[src/include/ballast_defs.svh]
// Timing counts for the ballast mode sequencer
`ifndef BALLAST_DEFS_SVH
`define BALLAST_DEFS_SVH
`define CLK_PERIOD_NS 10
// Preheat time in microseconds, default figure of the sequencer
`define PREHEAT_US 1000
`define PREHEAT_CYC ((`PREHEAT_US * 1000) / `CLK_PERIOD_NS)
// Ignition ramp is one quarter of the preheat time
`define IGN_DIVISOR 4
// Switching half period and dead time in nanoseconds
`define HALF_PERIOD_NS 20000
`define HALF_PERIOD_CYC (`HALF_PERIOD_NS / `CLK_PERIOD_NS)
`define DEAD_NS 1000
`define DEAD_CYC ((`DEAD_NS + `CLK_PERIOD_NS - 1) / `CLK_PERIOD_NS)
`endif

[src/include/ballast_pkg.sv]
// Types shared by the ballast mode sequencer
package ballast_pkg;
    typedef enum logic [5:0] {
        ST_OFF = 6'h01,
        ST_STARTUP = 6'h02,
        ST_PREHEAT = 6'h04,
        ST_IGNITE = 6'h08,
        ST_RUN = 6'h10,
        ST_FAULT = 6'h20
    } mode_t;
    typedef enum logic [2:0] {
        PH_HIGH = 3'h1,
        PH_DEAD = 3'h2,
        PH_LOW = 3'h4
    } phase_t;
endpackage

[src/include/gate_if.sv]
// Link between the sequencer and its gate driver
`timescale 1ns/100ps
interface gate_if;
    logic run;
    logic topOn;
    logic bottomOn;
    logic bottomFall;
    logic cycleStart;
    modport ctrl (output run, input topOn, bottomOn, bottomFall, cycleStart);
    modport drv (input run, output topOn, bottomOn, bottomFall, cycleStart);
endinterface

[src/hw/gate_driver.sv]
// Alternating gate driver with dead time between the two switches
`timescale 1ns/100ps
`include "ballast_defs.svh"
module gate_driver
    import ballast_pkg::*;
#(
    parameter int HALF_CYC = `HALF_PERIOD_CYC,
    parameter int DEAD_CYC = `DEAD_CYC
) (
    input wire logic clk,
    input wire logic nrst,
    input wire logic [15:0] deadCycles,
    gate_if.drv gi
);
    phase_t phase_reg, phase_next;
    logic nextIsHigh_reg, nextIsHigh_next;
    logic [15:0] count_reg, count_next;
    logic topOn_reg, bottomOn_reg;
    logic lastDone;
    logic [15:0] deadLen;

    assign deadLen = (deadCycles == 16'h0000) ? 16'h0001 : deadCycles;
    assign lastDone = (phase_reg == PH_DEAD) ? (count_reg >= deadLen - 16'h1)
        : (count_reg >= 16'(HALF_CYC - 1));

    // Both gates come from flip-flops; dead phase keeps them apart
    always_comb begin
        phase_next = phase_reg;
        nextIsHigh_next = nextIsHigh_reg;
        count_next = count_reg + 16'h1;
        if (!gi.run) begin
            phase_next = PH_DEAD;
            nextIsHigh_next = 1'b0;
            count_next = 16'h0000;
        end else if (lastDone) begin
            count_next = 16'h0000;
            case (phase_reg)
                PH_DEAD: begin
                    phase_next = nextIsHigh_reg ? PH_HIGH : PH_LOW;
                end
                PH_HIGH: begin
                    phase_next = PH_DEAD;
                    nextIsHigh_next = 1'b0;
                end
                PH_LOW: begin
                    phase_next = PH_DEAD;
                    nextIsHigh_next = 1'b1;
                end
                default: begin
                    phase_next = PH_DEAD;
                end
            endcase
        end
    end

    always_ff @(posedge clk or negedge nrst) begin
        if (!nrst) begin
            phase_reg <= PH_DEAD;
            nextIsHigh_reg <= 1'b0;
            count_reg <= 16'h0000;
        end else begin
            phase_reg <= phase_next;
            nextIsHigh_reg <= nextIsHigh_next;
            count_reg <= count_next;
        end
    end

    always_ff @(posedge clk or negedge nrst) begin
        if (!nrst) begin
            topOn_reg <= 1'b0;
            bottomOn_reg <= 1'b0;
        end else begin
            topOn_reg <= gi.run && phase_next == PH_HIGH;
            bottomOn_reg <= gi.run && phase_next == PH_LOW;
        end
    end

    assign gi.topOn = topOn_reg;
    assign gi.bottomOn = bottomOn_reg;
    assign gi.bottomFall = bottomOn_reg && phase_next != PH_LOW;
    assign gi.cycleStart = gi.run && phase_reg == PH_DEAD && lastDone
        && nextIsHigh_reg;
endmodule // gate_driver

[src/hw/ballast_mode_sequencer.sv]
// Mode sequencer and fault protection of a half-bridge lamp ballast
`timescale 1ns/100ps
`include "ballast_defs.svh"
// Behaviour
// - Start only with supply, bus and lamp good
// - Low bus stops the oscillator
// - After low bus, restart from startup
// - Lamp detect high: stop, gates low, unlatched
// - Lamp detect low again: internal reset, restart
// - Current fault: latch, stop, gates low
// - Current checked every switching cycle
// - Overcurrent armed only after preheat ends
// - Undercurrent armed only from run mode
// - Undercurrent sampled at bottom gate falling
// - Lamp detect high clears fault latch
// - Supply undervoltage also clears fault latch
// - Preheat end releases heat frequency node
// - Ramp end turns on run switch
// - Ignition ramp lasts quarter of preheat
// - Overtemperature latches off; same clearing
module ballast_mode_sequencer
    import ballast_pkg::*;
#(
    parameter int PREHEAT_CYC = `PREHEAT_CYC,
    parameter int STARTUP_CYC = 16,
    parameter int HALF_CYC = `HALF_PERIOD_CYC
) (
    input wire logic clk,
    input wire logic nrst,
    input wire logic supplyOk,
    input wire logic busAboveUpper,
    input wire logic busAboveLower,
    input wire logic lampDetectHigh,
    input wire logic lampDetectLow,
    input wire logic overCurrent,
    input wire logic underCurrent,
    input wire logic overTemp,
    input wire logic [15:0] deadCycles,
    output logic top_switch_gate,
    output logic bottom_switch_gate,
    output logic heatFreqHoldLow,
    output logic runSwitchOn,
    output logic ramp_cap_node_enable,
    output logic faultLatched,
    output logic microPower,
    output logic [5:0] modeState
);
    // ------------------------------------------------------------
    // Declarations
    // ------------------------------------------------------------
    localparam int IGN_CYC = PREHEAT_CYC / `IGN_DIVISOR;
    mode_t mode_reg, mode_next;
    logic [31:0] timer_reg, timer_next;
    logic fault_reg, fault_next;
    logic lampOff_reg, lampOff_next;
    logic startOk, faultClear, ocTrip, ucTrip, anyFault, timerDone;
    logic stopNow;
    gate_if gi();

    gate_driver #(
        .HALF_CYC(HALF_CYC),
        .DEAD_CYC(`DEAD_CYC)
    ) u_gate (
        .clk(clk),
        .nrst(nrst),
        .deadCycles(deadCycles),
        .gi(gi)
    );

    // ------------------------------------------------------------
    // Condition decode
    // ------------------------------------------------------------
    assign startOk = supplyOk && busAboveUpper && lampDetectLow;
    // Clearing beats any fault arriving the same cycle; lamp removal is
    // a user action, so it wins
    assign faultClear = lampDetectHigh || !supplyOk;
    // Armed overcurrent is taken each clock, undercurrent only at bottom gate falling; no averaging
    assign ocTrip = overCurrent && (mode_reg == ST_IGNITE
        || mode_reg == ST_RUN);
    assign ucTrip = underCurrent && mode_reg == ST_RUN
        && gi.bottomFall;
    assign anyFault = ocTrip || ucTrip || overTemp;
    assign stopNow = !supplyOk || !busAboveLower || lampDetectHigh;
    assign timerDone = (mode_reg == ST_STARTUP
        && timer_reg >= 32'(STARTUP_CYC - 1))
        || (mode_reg == ST_PREHEAT
        && timer_reg >= 32'(PREHEAT_CYC - 1))
        || (mode_reg == ST_IGNITE
        && timer_reg >= 32'(IGN_CYC - 1));

    // ------------------------------------------------------------
    // Mode sequence
    // ------------------------------------------------------------
    always_comb begin
        mode_next = mode_reg;
        timer_next = timer_reg + 32'h1;
        fault_next = fault_reg;
        lampOff_next = lampOff_reg;
        if (lampDetectHigh) begin
            lampOff_next = 1'b1;
        end else if (lampDetectLow) begin
            lampOff_next = 1'b0;
        end
        if (faultClear) begin
            fault_next = 1'b0;
        end else if (anyFault) begin
            fault_next = 1'b1;
        end
        if (stopNow) begin
            // Always back to off so restart begins at startup
            mode_next = ST_OFF;
            timer_next = 32'h0;
        end else if (fault_next) begin
            // One cycle in fault, then parked in off until the latch clears
            mode_next = (mode_reg == ST_FAULT || mode_reg == ST_OFF)
                ? ST_OFF : ST_FAULT;
            timer_next = 32'h0;
        end else begin
            case (mode_reg)
                ST_OFF: begin
                    timer_next = 32'h0;
                    if (startOk) begin
                        mode_next = ST_STARTUP;
                    end
                end
                ST_STARTUP: begin
                    if (timerDone) begin
                        mode_next = ST_PREHEAT;
                        timer_next = 32'h0;
                    end
                end
                ST_PREHEAT: begin
                    if (timerDone) begin
                        mode_next = ST_IGNITE;
                        timer_next = 32'h0;
                    end
                end
                ST_IGNITE: begin
                    if (timerDone) begin
                        mode_next = ST_RUN;
                        timer_next = 32'h0;
                    end
                end
                ST_RUN: begin
                    timer_next = 32'h0;
                end
                ST_FAULT: begin
                    timer_next = 32'h0;
                    mode_next = ST_OFF;
                end
                default: begin
                    mode_next = ST_OFF;
                    timer_next = 32'h0;
                end
            endcase
        end
    end

    always_ff @(posedge clk or negedge nrst) begin
        if (!nrst) begin
            mode_reg <= ST_OFF;
            timer_reg <= 32'h0;
            fault_reg <= 1'b0;
            lampOff_reg <= 1'b0;
        end else begin
            mode_reg <= mode_next;
            timer_reg <= timer_next;
            fault_reg <= fault_next;
            lampOff_reg <= lampOff_next;
        end
    end

    // ------------------------------------------------------------
    // Outputs
    // ------------------------------------------------------------
    // Oscillator runs only in active modes; gates fall one clock after it
    assign gi.run = mode_reg == ST_STARTUP || mode_reg == ST_PREHEAT
        || mode_reg == ST_IGNITE || mode_reg == ST_RUN;
    assign top_switch_gate = gi.topOn;
    assign bottom_switch_gate = gi.bottomOn;
    assign ramp_cap_node_enable = gi.run;
    assign heatFreqHoldLow = mode_reg == ST_STARTUP
        || mode_reg == ST_PREHEAT;
    assign runSwitchOn = mode_reg == ST_RUN;
    assign faultLatched = fault_reg;
    assign microPower = fault_reg || lampOff_reg;
    assign modeState = mode_reg;
endmodule // ballast_mode_sequencer

[config.mk]
export PLATFORM = sky130hd
export DESIGN_NAME = ballast_mode_sequencer
export DESIGN_NICKNAME = d
export VERILOG_FILES = /design/src/include/ballast_pkg.sv /design/src/include/gate_if.sv /design/src/hw/gate_driver.sv /design/src/hw/ballast_mode_sequencer.sv
export VERILOG_INCLUDE_DIRS = /design/src /design/src/include
export SDC_FILE = /design/constraint.sdc
export NUM_CORES = 1
export LEC_CHECK = 0
export BUFFER_PORTS_ARGS = -buffer_cell sky130_fd_sc_hd__buf_2
export CAP_MARGIN = 20
export CORE_AREA = 3 3 93 95
export CTS_CLUSTER_SIZE = 25
export DETAILED_ROUTE_END_ITERATION = 10
export DIE_AREA = 0 0 96 98
export HOLD_SLACK_MARGIN = 0.05
export PLACE_DENSITY = 0.64
export SYNTH_ARGS = -nofsm -noshare
export SYNTH_HDL_FRONTEND = slang
export SYNTH_SLANG_ARGS = --single-unit
[constraint.sdc]
create_clock -name clk -period 2.2 [get_ports clk]
set_input_delay 0.22 -clock clk [delete_from_list [all_inputs] [get_ports clk]]
set_output_delay 0.22 -clock clk [all_outputs]
set_load 0.05 [all_outputs]
==> out/metrics.yaml, run 1 <==
status: "finished, violations left"
violations: "negative setup slack"
syn_avg_cell_area_um2: 9.65
holdCritStartpoint: "lampDetectHigh"
syn_area_mm2: 0.00357
worstHoldPathCells: 2
yosysWarnings: 0
grt_pass1_vias: 3091
reg2reg_to: "modeState[4]$_DFFE_PN0P_"
place_area_mm2: 0.00436
drc: 0
htree_levels: 3
use_met3_pct: 3.00
slew_viol_final: 0
grt_util_met2_pct: 29.4
grt_overflow: 0
track_usage_pct: 18.4
ys_async_sr_fraction_pct: 100
wl_per_cell_um: 13.2
clk-insertion-delay-late_ns: 0.33
fmax_mhz: 316
power_switching_uw: 557
grt_start_max_net_pins: 40
firstDrtPassIters: 4
coreArea_mm2: 0.00781
portBuffers: 38
nets: 534
fillerInstances: 676
period_needed_ns: 3.16
slowest_delay_ns: 0.56
min_period_over_period_pct: 144
fp.dieW_um: 96
drive_above_1_share_pct: 33.0
busiest_layer: "met2"
diodes: 0
rows: 32
synth_edf_count: 0
path_max_fanout: 5
critPathArrivalTime_ns: 3.42
met1_usage_pct: 25.1
critPathSlowestCell: "or4_4"
cp.required_ns: 2.46
ios: 39
crit_chain: "buf_6 > or4_4 > or3_4 > or4_4 > xor2_1 > ha_1 > nand4_1 > or3_4 > nor3_4 > a21oi_4 > o21ai_4 > nand4_4 > o22ai_2"
finalInstanceArea_mm2: 0.00478
ys_seq_area_share_pct: 43.5
hold_viol: 0
synth_flop_cell: "dfrtp_1"
final_core_util_pct: 61.2
ff2ff_setup_slack_ns: -0.26
r2r_cells: 8
areaGrowthSynthToFinish_pct: 33.7
cts-root-buf: "clkbuf_8"
largest_reg_flops: 32
routed_via_density: 5.18
cts.clk_slew.worst_paths_ns: 0.07
rr_startpoint: "u_gate.count_reg[1]$_DFF_PN0_"
worst-setup-path-type: "input port to flop"
hold-path-endpoint: "faultLatched$_DFF_PN0_"
synth_cell_types: 59
detail-route-antenna-nets: 0
routed_wl_mm: 7.88
multiInputGateArea_mm2: 0.00213
ys_ff_latch: 62
syn-instance-count: 370
start_kind: "input port"
skew_ns: 0.00866
vdd_ir_drop_max_mv: 0.307
end_kind: "flop"
rsz0062_at_grt: "true"
p_leak_uw: 0.00209
intPower_uw: 1800
clk_path_buf_depth: 2
relSlewSlack_pct: 62.9
gp_congestion: 0.788
clkSinkCount: 62
die_h_um: 98
start_util_pct: 45.7
power_frac_comb_pct: 7.8
seqCellArea_mm2: 0.00155
dieArea_mm2: 0.00941
drv_cap: 0
pwr-share-seq_pct: 49.5
vias: 3090
worstMarginPinSlew_ns: 0.556
p_per_area_mw_per_mm2: 493
drtIter0Drc: 111
p_clk_share_pct: 42.7
cts_tree: "yes"
finalPower_uw: 2350
cts_buffers: 9
dp_hpwl_mm: 6.01
grt_antenna_before_repair: 0
grt_pass1_wl_mm: 13.9
swShare_pct: 23.7
fin_ws_ns: -0.965
setup_violations: 29
hold_class: "input port to flop"
## worst max-delay path by stage
| stage | slack [ns] | cells after the start | to | startpoint |
|---|---|---|---|---|
| after floorplan | -1.00 | 13 | modeState[5]$_DFFE_PN0P_ | deadCycles[7] |
| after global placement | -1.31 | 14 | modeState[2]$_DFFE_PN0P_ | deadCycles[7] |
| after detailed placement | -1.46 | 14 | modeState[2]$_DFFE_PN0P_ | deadCycles[7] |
| after CTS | -0.95 | 13 | modeState[4]$_DFFE_PN0P_ | deadCycles[7] |
| after global routing | -1.10 | 13 | modeState[3]$_DFFE_PN0P_ | deadCycles[7] |
| final | -0.96 | 13 | modeState[4]$_DFFE_PN0P_ | deadCycles[7] |
## placed cells by master, fill, tap and decap left out, drive strengths merged, types with 12 or more instances in the layout
master | Yosys | layout
ha | 19 | 19
nand3 | 14 | 14
xnor2 | 23 | 23
a21oi | 12 | 12
nor2 | 56 | 56
buf | 5 | 102
nor4 | 16 | 16
conb | 1 | 15
xor2 | 21 | 21
dfrtp | 60 | 60
nand2 | 27 | 27
## per-layer routing
layer	wire length (um)	up-vias
met3	306	11
met4	115	0
met1	3680	1484
met5	0	-
met2	3780	60
li1	-	1535
## area by class of cell
class	count	area share (%)
multi-input combinational	302	44.6
sequential	62	32.5
timing repair buffer	103	15.1
clock buffer	11	2.96
tap	102	2.67
clock inverter	5	1.23
inverter	11	0.865
## metrics by stage
step / std cells / hold slack [ns] / TNS (ns) / setup slack [ns]
after floorplan: 384 / -0.0756 / -28.45 / -1.00
after global placement: 572 / 0.228 / -34.71 / -1.31
after detailed placement: 572 / 0.240 / -38.12 / -1.46
after CTS: 593 / 0.0603 / -23.72 / -0.948
after global routing: 596 / 0.0808 / -29.21 / -1.10
final: 596 / 0.0716 / -25.55 / -0.965
## Yosys cell counts (3+ instances only)
cell type | instances | share of area [%]
nor2b_1 | 3 | 0.53
or3_1 | 6 | 1.1
nor2_1 | 55 | 5.8
a21oi_1 | 12 | 1.7
clkbuf_1 | 3 | 0.32
inv_1 | 11 | 1.2
nor4_1 | 16 | 2.8
nor3_1 | 9 | 1.3
o22ai_1 | 5 | 0.88
o21a_1 | 4 | 0.84
o21ai_0 | 3 | 0.42
a211o_1 | 3 | 0.74
xnor2_1 | 23 | 5.6
a31oi_1 | 3 | 0.53
or4_1 | 3 | 0.63
dfrtp_1 | 60 | 42
nand2b_1 | 4 | 0.70
nand4_1 | 10 | 1.8
or2_2 | 4 | 0.70
ha_1 | 19 | 6.7
xor2_1 | 21 | 5.2
nand3_1 | 14 | 2.0
nand2_1 | 27 | 2.8
and3_1 | 6 | 1.1
nand3b_1 | 3 | 0.63
## power groups by stage
| stage | Sequential [uW] | Clock, uW | Combinational, uW |
|---|---|---|---|
| finish | 1160 | 1000 | 185 |
| global route | 1170 | 1090 | 209 |
| CTS | 1160 | 1030 | 184 |
| detailed placement | 1190 | 0 | 175 |
| global placement | 1180 | 0 | 172 |
| floorplan | 1190 | 0 | 69.1 |
## worst max-delay path, delay by kind of cell
kind                     cells  cell delay (ns)
XOR/XNOR                     1             0.15
AO/OA/AOI/OAI                3             0.51
AND/OR/NAND/NOR              7             2.15
adder cells (fa/ha/maj)      1             0.29
buffers and inverters        1             0.09
## cell families (layout without fill, tap and decap cells)
family	Yosys count	in the layout	share of synthesized area [%]
compound gates	51	51	10.9
simple gates	173	173	25.0
flops	62	62	43.5
buf+inv	20	130	3.05
other cells	1	15	0.105
fa+ha+maj	19	19	6.66
xor+xnor	44	44	10.8
## repair_timing
item / CTS / global route
gates resized for setup: 19 / 14
pin swaps: 6 / 7
cloned: 1 / 0
hold endpoints to repair: 23 / 0
endpoints found under the setup margin: 29 / 48
hold buffers: 1 / 0
buffers inserted: 3 / 3
Power figures use the tool's default switching activity.
==> inputs of run 2 (changes only) <==
CORE_AREA = 3 3 114 116   (was 3 3 93 95)
DIE_AREA = 0 0 117 119   (was 0 0 96 98)
PLACE_DENSITY = 0.45   (was 0.64)
clock period = 2.81 ns   (was 2.2 ns; I/O delays follow)
==> run 2 against run 1 <==
  * The run still ends with negative setup slack left
  * Global-route usage decreased by 5.6 points
  * Final area down 0.39%
  * Worst setup slack better by 0.48 ns
  * Combinational power down 24%
  * Critical endpoint unchanged
  * Largest cell class unchanged
==> out/metrics.yaml, run 2 (same netlist as run 1, synthesis figures left out) <==
drv_cap: 0  # unchanged
grt_antenna_before_repair: 0  # unchanged
fmax_mhz: 304
critPathSlowestCell: "or4_4"
coreArea_mm2: 0.0120  # +54%
worstMarginPinSlew_ns: 0.711  # +0.155 ns
track_usage_pct: 12.8  # -5.6 points
critPathBufInv: 1  # unchanged
start_kind: "input port"
firstDrtPassIters: 5  # +1
most-common-layout-cells: "dfrtp_1 (60), nor2_1 (48), buf_2 (37)"
period_needed_ns: 3.29
clkSinkCount: 62  # unchanged
end_kind: "flop"
min_period_over_period_pct: 117
ios: 39  # unchanged
die_h_um: 119  # +21%
worstHoldPathCells: 2  # unchanged
hold_class: "input port to flop"
wl_per_cell_um: 13.3  # +0.87%
mostFrequentLayoutCell: "dfrtp_1"
finalInstanceArea_mm2: 0.00476  # -0.39%
drtIter0Drc: 120  # +8.1%
cts.clk_slew.worst_paths_ns: 0.05  # -0.02 ns
place_area_mm2: 0.00419  # -4.0%
cp.required_ns: 3.05  # +0.59 ns
setup_violations: 29  # unchanged
fin_setup_tns_ns: -10.60  # +14.95 ns
relSlewSlack_pct: 52.6  # -10 points
clk_path_buf_depth: 2  # unchanged
slowest_delay_ns: 0.56  # about the same
crit_cells: 13  # unchanged
rr_startpoint: "u_gate.count_reg[1]$_DFF_PN0_"
crit_chain: "buf_6 > or4_4 > or3_4 > or4_4 > xor2_1 > ha_1 > nand4_1 > or3_4 > nor3_4 > a21oi_4 > o21ai_4 > nand4_4 > o22ai_2"
pre_cts_slack_ns: -0.915  # +0.540 ns
r2r_cells: 8  # unchanged
dieArea_mm2: 0.0139  # +48%
rows: 40  # +25%
stdcell_count: 612  # +2.7%
vias: 2922  # -5.4%
areaGrowthSynthToFinish_pct: 33.2
cts-root-buf: "clkbuf_16"
ff2ff_setup_slack_ns: 0.19  # +0.45 ns
gp_congestion: 0.825  # +4.7%
critPathArrivalTime_ns: 3.53  # +0.11 ns
p_leak_uw: 0.00202  # -3.5%
cts_tree: "yes"
nets: 505  # -5.4%
grt_pass1_wl_mm: 14.2  # +2.2%
htree_levels: 3  # unchanged
portBuffers: 38  # unchanged
cts_buffers: 9  # unchanged
clk-insertion-delay-late_ns: 0.33  # about the same
path_max_fanout: 5  # unchanged
diodes: 0  # unchanged
dp_cells: 589  # +3.0%
p_per_area_mw_per_mm2: 476  # -3.4%
slew_viol_final: 0  # unchanged
hold_viol: 0  # unchanged
worst-setup-path-type: "input port to flop"
holdCritStartpoint: "lampDetectHigh"
dp_hpwl_mm: 6.03  # +0.32%
rsz0062_at_grt: "true"
fp.dieW_um: 117  # +22%
final_core_util_pct: 39.6  # -22 points
start_util_pct: 29.7  # -16 points
fin_ws_ns: -0.482  # +0.483 ns
grt_overflow: 0  # unchanged
fillerInstances: 1190  # +76%
detail-route-antenna-nets: 0  # unchanged
routed_wl_mm: 8.16  # +3.6%
largest_reg_flops: 32  # unchanged
grt_pass1_vias: 2956  # -4.4%
status: "finished, violations left"
drc: 0  # unchanged
drive_above_1_share_pct: 29.9  # -3.1 points
reg2reg_to: "modeState[4]$_DFFE_PN0P_"
vdd_ir_drop_max_mv: 0.226  # -26%
crit_family: "simple AND/OR/NAND/NOR gates"
grt_start_max_net_pins: 30  # -25%
skew_ns: 0.00806  # -0.000606 ns
violations: "negative setup slack"
routed_via_density: 4.77  # -7.9%
hold-path-endpoint: "faultLatched$_DFF_PN0_"
==> run 2: cell count changes in the layout (fill, tap and decap cells not counted), sizes merged <==
cell and delta:
bufinv +1, clkinvlp -1, buf -29
==> run 2: cell type report <==
| class | instances | area (um2) | share of cell area, % |
|---|---|---|---|
| Clock inverter | 5 | 81.3 | 1.71 |
| Inverter | 11 | 41.3 | 0.868 |
| Clock buffer | 11 | 253 | 5.31 |
| Multi-Input combinational cell | 302 | 2140 | 45.0 |
| Timing Repair Buffer | 74 | 505 | 10.6 |
| Sequential cell | 62 | 1550 | 32.7 |
| Tap cell | 147 | 184 | 3.87 |
==> run 2: worst max-delay path by stage <==
stage | startpoint | end | slack (ns)
finish | deadCycles[7] | modeState[4]$_DFFE_PN0P_ | -0.48
global route | deadCycles[7] | modeState[4]$_DFFE_PN0P_ | -0.57
CTS | deadCycles[7] | modeState[4]$_DFFE_PN0P_ | -0.44
detailed placement | deadCycles[7] | modeState[1]$_DFFE_PN0P_ | -0.91
global placement | deadCycles[7] | modeState[2]$_DFFE_PN0P_ | -0.79
floorplan | deadCycles[7] | modeState[5]$_DFFE_PN0P_ | -0.45
==> run 2: report_power, final <==
part / internal, uW / leakage, uW / switching (uW) / total, uW
registers: 907 / 0.000821 / 5.72 / 913
clock network: 824 / 0.000162 / 387 / 1210
logic: 63.5 / 0.00104 / 77.4 / 141
==> run 2: stage by stage <==
step	hold slack (ns)	power [uW]
2_1_floorplan	-0.0146	985
3_3_place_gp	0.350	1060
3_5_place_dp	0.350	1060
4_1_cts	0.144	2300
5_1_grt	0.153	2360
6_report	0.156	2260
==> run 2: timing repair <==
action / in CTS / in global routing
resized for setup: 25 / 12
hold buffers: 1 / 0
endpoints found under the hold margin: 26 / 0
gates cloned: 1 / 0
buffers inserted: 4 / 1
endpoints found under the setup margin: 29 / 29
pin swaps: 11 / 5
==> run 2: worst register-to-register path, cell delays in order (launching register included) <==
cell and delay, ns:
dfrtp_1 0.42, ha_1 0.22, and3_1 0.24, o311ai_2 0.37, a21boi_0 0.24, or4_4 0.47
o21ai_4 0.21, nand4_4 0.16, o22ai_2 0.21
==> run 2: routing by layer <==
| layer | part of all wire (%) | track usage (%) | routed length [um] | vias up |
|---|---|---|---|---|
| li1 | - | - | - | 1490 |
| met1 | 49 | 18.0 | 4010 | 1373 |
| met2 | 46 | 18.8 | 3750 | 51 |
| met3 | 3.5 | 2.90 | 282 | 8 |
| met4 | 1.4 | 4.95 | 117 | 0 |
| met5 | 0 | 0 | 0 | - |
==> inputs of run 3 (changes only) <==
CAP_MARGIN = not set   (was 20)
CORE_AREA = 3 3 115 117   (was 3 3 114 116)
DIE_AREA = 0 0 118 120   (was 0 0 117 119)
SYNTH_HIERARCHICAL = 1   (was not set)
==> run 3 against run 2 <==
  * The run still ends with negative setup slack left
  * Worst setup slack lost 1.0 ns
  * Final area is 16% higher
  * Synthesized cell count is 1.4% higher
  * Area after synthesis up 2.8%
  * Clock skew decreased by 0.0019 ns
  * Combinational power is 27% higher
  * Power fell by 6.1%
  * Utilization rose by 4.6 points
  * Via count up 12%
  * Non-clock buffer count rose by 64
  * Critical path type unchanged
  * Largest power group unchanged
==> out/metrics.yaml, run 3 <==
yosys.cell_count.top_type: "dfrtp_1"
cts_tree: "yes"
end_kind: "flop"
gp_congestion: 0.812  # -1.6%
synth_cell_types: 60  # +1.7%
dieArea_mm2: 0.0142  # +1.7%
cts_buffers: 9  # unchanged
detail-route-antenna-nets: 0  # unchanged
ios: 39  # unchanged
grt_antenna_before_repair: 0  # unchanged
muxShareOfSynthArea_pct: 0.886  # +0.89 points
clkSinkCount: 62  # unchanged
most-common-layout-cells: "buf_4 (88), dfrtp_1 (60), buf_2 (34)"
worst-setup-path-type: "input port to flop"
largest_reg_flops: 32  # unchanged
vdd_ir_drop_max_mv: 0.283  # +25%
setup_violations: 45  # +55%
skew_ns: 0.00617  # -0.00189 ns
ys_top_cells_by_count: "dfrtp_1 (60), nor2_1 (42), nand2_1 (25)"
hold_class: "input port to async pin"
synth_flop_cell: "dfrtp_1"
pre_cts_slack_ns: -1.95  # -1.03 ns
worstMarginPinSlew_ns: 0.771  # +0.0608 ns
grt_start_max_net_pins: 33  # +10%
synth_fa_ha_area_share_pct: 6.48  # -0.18 points
stdcell_count: 706  # +15%
min_period_over_period_pct: 154  # +37 points
die_h_um: 120  # +0.84%
drc: 0  # unchanged
relSlewSlack_pct: 48.6  # -4.1 points
synth_top_family_by_area: "simple AND/OR/NAND/NOR gates"
yosysWarnings: 6  # +6
p_leak_uw: 0.00245  # +22%
syn_avg_cell_area_um2: 9.79  # +1.4%
wl_per_cell_um: 13.0  # -2.3%
fmax_mhz: 231  # -24%
finalInstanceArea_mm2: 0.00552  # +16%
ff2ff_setup_slack_ns: -0.49  # -0.68 ns
dp_hpwl_mm: 6.82  # +13%
path_max_fanout: 5  # unchanged
synth_top_area_share_pct: 40.9  # -1.1 points
reg2reg_to: "timer_reg[6]$_DFF_PN0_"
syn-instance-count: 375  # +1.4%
htree_levels: 3  # unchanged
syn_area_mm2: 0.00367  # +2.8%
fp.dieW_um: 118  # +0.85%
cts-root-buf: "clkbuf_16"
fin_setup_tns_ns: -45.92  # -35.32 ns
r2r_cells: 15  # +7
synthSimpleGateAreaFrac_pct: 26.6  # +1.6 points
ys_async_sr_fraction_pct: 100  # unchanged
rsz0062_at_grt: "true"
drv_cap: 0  # unchanged
synth_xor_area_share_pct: 10.0  # -0.77 points
diodes: 0  # unchanged
portBuffers: 38  # unchanged
hold_viol: 0  # unchanged
ys_ff_latch: 62  # unchanged
routed_via_density: 4.63  # -2.9%
period_needed_ns: 4.32  # +1.03 ns
ys_top_cells_by_area: "dfrtp_1 (41%), ha_1 (6.5%), xnor2_1 (5.5%)"
cts.clk_slew.worst_paths_ns: 0.06  # about the same
p_per_area_mw_per_mm2: 386  # -19%
slew_viol_final: 0  # unchanged
fin_ws_ns: -1.51  # -1.03 ns
clk-insertion-delay-late_ns: 0.33  # about the same
drtIter0Drc: 144  # +20%
cp.required_ns: 3.07  # +0.02 ns
mostFrequentLayoutCell: "buf_4"
synth_edf_count: 0  # unchanged
areaGrowthSynthToFinish_pct: 50.3
track_usage_pct: 13.8  # +1.1 points
rows: 41  # +2.5%
grt_pass1_wl_mm: 15.9  # +12%
grt_pass1_vias: 3381  # +14%
coreArea_mm2: 0.0125  # +3.8%
firstDrtPassIters: 4  # -1
start_kind: "input port"
finalPower_uw: 2130  # -6.1%
synth_compound_area_share_pct: 10.3  # -0.60 points
nets: 574  # +14%
status: "finished, violations left"
dp_cells: 674  # +14%
drive_above_1_share_pct: 43.6  # +14 points
ys_seq_area_share_pct: 42.3  # -1.2 points
violations: "negative setup slack"
place_area_mm2: 0.00480  # +15%
start_util_pct: 29.4  # -0.29 points
yosysTopAreaCell: "dfrtp_1"
routed_wl_mm: 9.20  # +13%
critPathArrivalTime_ns: 4.58  # +1.05 ns
grt_overflow: 0  # unchanged
vias: 3272  # +12%
clk_path_buf_depth: 2  # unchanged
rr_startpoint: "modeState[0]$_DFFE_PN1P_"
[run 3: how the worst max path moves through the flow]
stage	start	end	slack (ns)	depth (start not counted)
final	deadCycles[7]	timer_reg[6]$_DFF_PN0_	-1.51	25
after global placement	deadCycles[7]	modeState[1]$_DFFE_PN0P_	-1.84	23
after detailed placement	deadCycles[7]	modeState[1]$_DFFE_PN0P_	-1.95	23
after global routing	deadCycles[7]	modeState[2]$_DFFE_PN0P_	-1.73	26
after CTS	deadCycles[12]	modeState[1]$_DFFE_PN0P_	-1.48	25
after floorplan	deadCycles[7]	timer_reg[0]$_DFF_PN0_	-1.67	24
[run 3: final cells by class]
| class | instances | area, um2 |
|---|---|---|
| Clock inverter | 7 | 56.3 |
| Fill cell | 1219 | 6950 |
| Multi-Input combinational cell | 305 | 2360 |
| Sequential cell | 62 | 1550 |
| Timing Repair Buffer | 138 | 1060 |
| Tap cell | 172 | 215 |
| Inverter | 13 | 48.8 |
| Clock buffer | 9 | 225 |
[run 3: per-stage QoR]
stage | util (%) | hold slack, ns
2_1_floorplan | - | -0.0146
5_1_grt | 44.3 | 0.0719
6_report | 44.3 | 0.0239
4_1_cts | 42.7 | 0.0510
3_5_place_dp | 38.5 | 0.414
3_3_place_gp | 38.5 | 0.409
[run 3: repair_timing]
item,in CTS,in global routing
gates resized for setup,36,36
cloned,3,0
pin swaps,21,16
endpoints found under the setup margin,45,45
hold buffers,0,0
buffers inserted,9,7
[run 3: power breakdown]
group / leakage [uW] / total, uW / switching [uW] / internal [uW]
Clock: 0.000125 / 1040 / 432 / 605
Sequential: 0.000821 / 912 / 4.61 / 907
Combinational: 0.00151 / 179 / 96.1 / 82.6
[run 3: cell families after synthesis]
kind of cell / after synthesis
other cells: 1
flops: 62
buf+inv: 22
simple gates: 175
fa+ha+maj: 19
xor+xnor: 42
compound gates: 51
mux: 3
[run 3: worst max-delay path: stages]
cell	delay, ns
buf_6	0.09
or3_4	0.37
or3_4	0.39
nor3_4	0.23
a21oi_2	0.09
ha_2	0.20
nand2b_4	0.08
nor3_4	0.05
nand2_2	0.09
nor3_2	0.05
xnor2_1	0.12
ha_1	0.30
nand4_1	0.14
buf_4	0.18
nor4_4	0.18
a31oi_2	0.15
nand2_2	0.11
a211oi_2	0.07
and2_4	0.15
a41oi_2	0.15
a21o_1	0.15
nand2_2	0.06
or4_4	0.59
buf_12	0.19
nor2_4	0.09
[run 3: routing by layer]
metal	track usage [%]	vias to the layer above	wire length, um
li1	-	1642	-
met1	17.1	1597	4170
met2	23.8	22	4680
met3	3.44	11	206
met4	4.18	0	131
met5	0	-	0
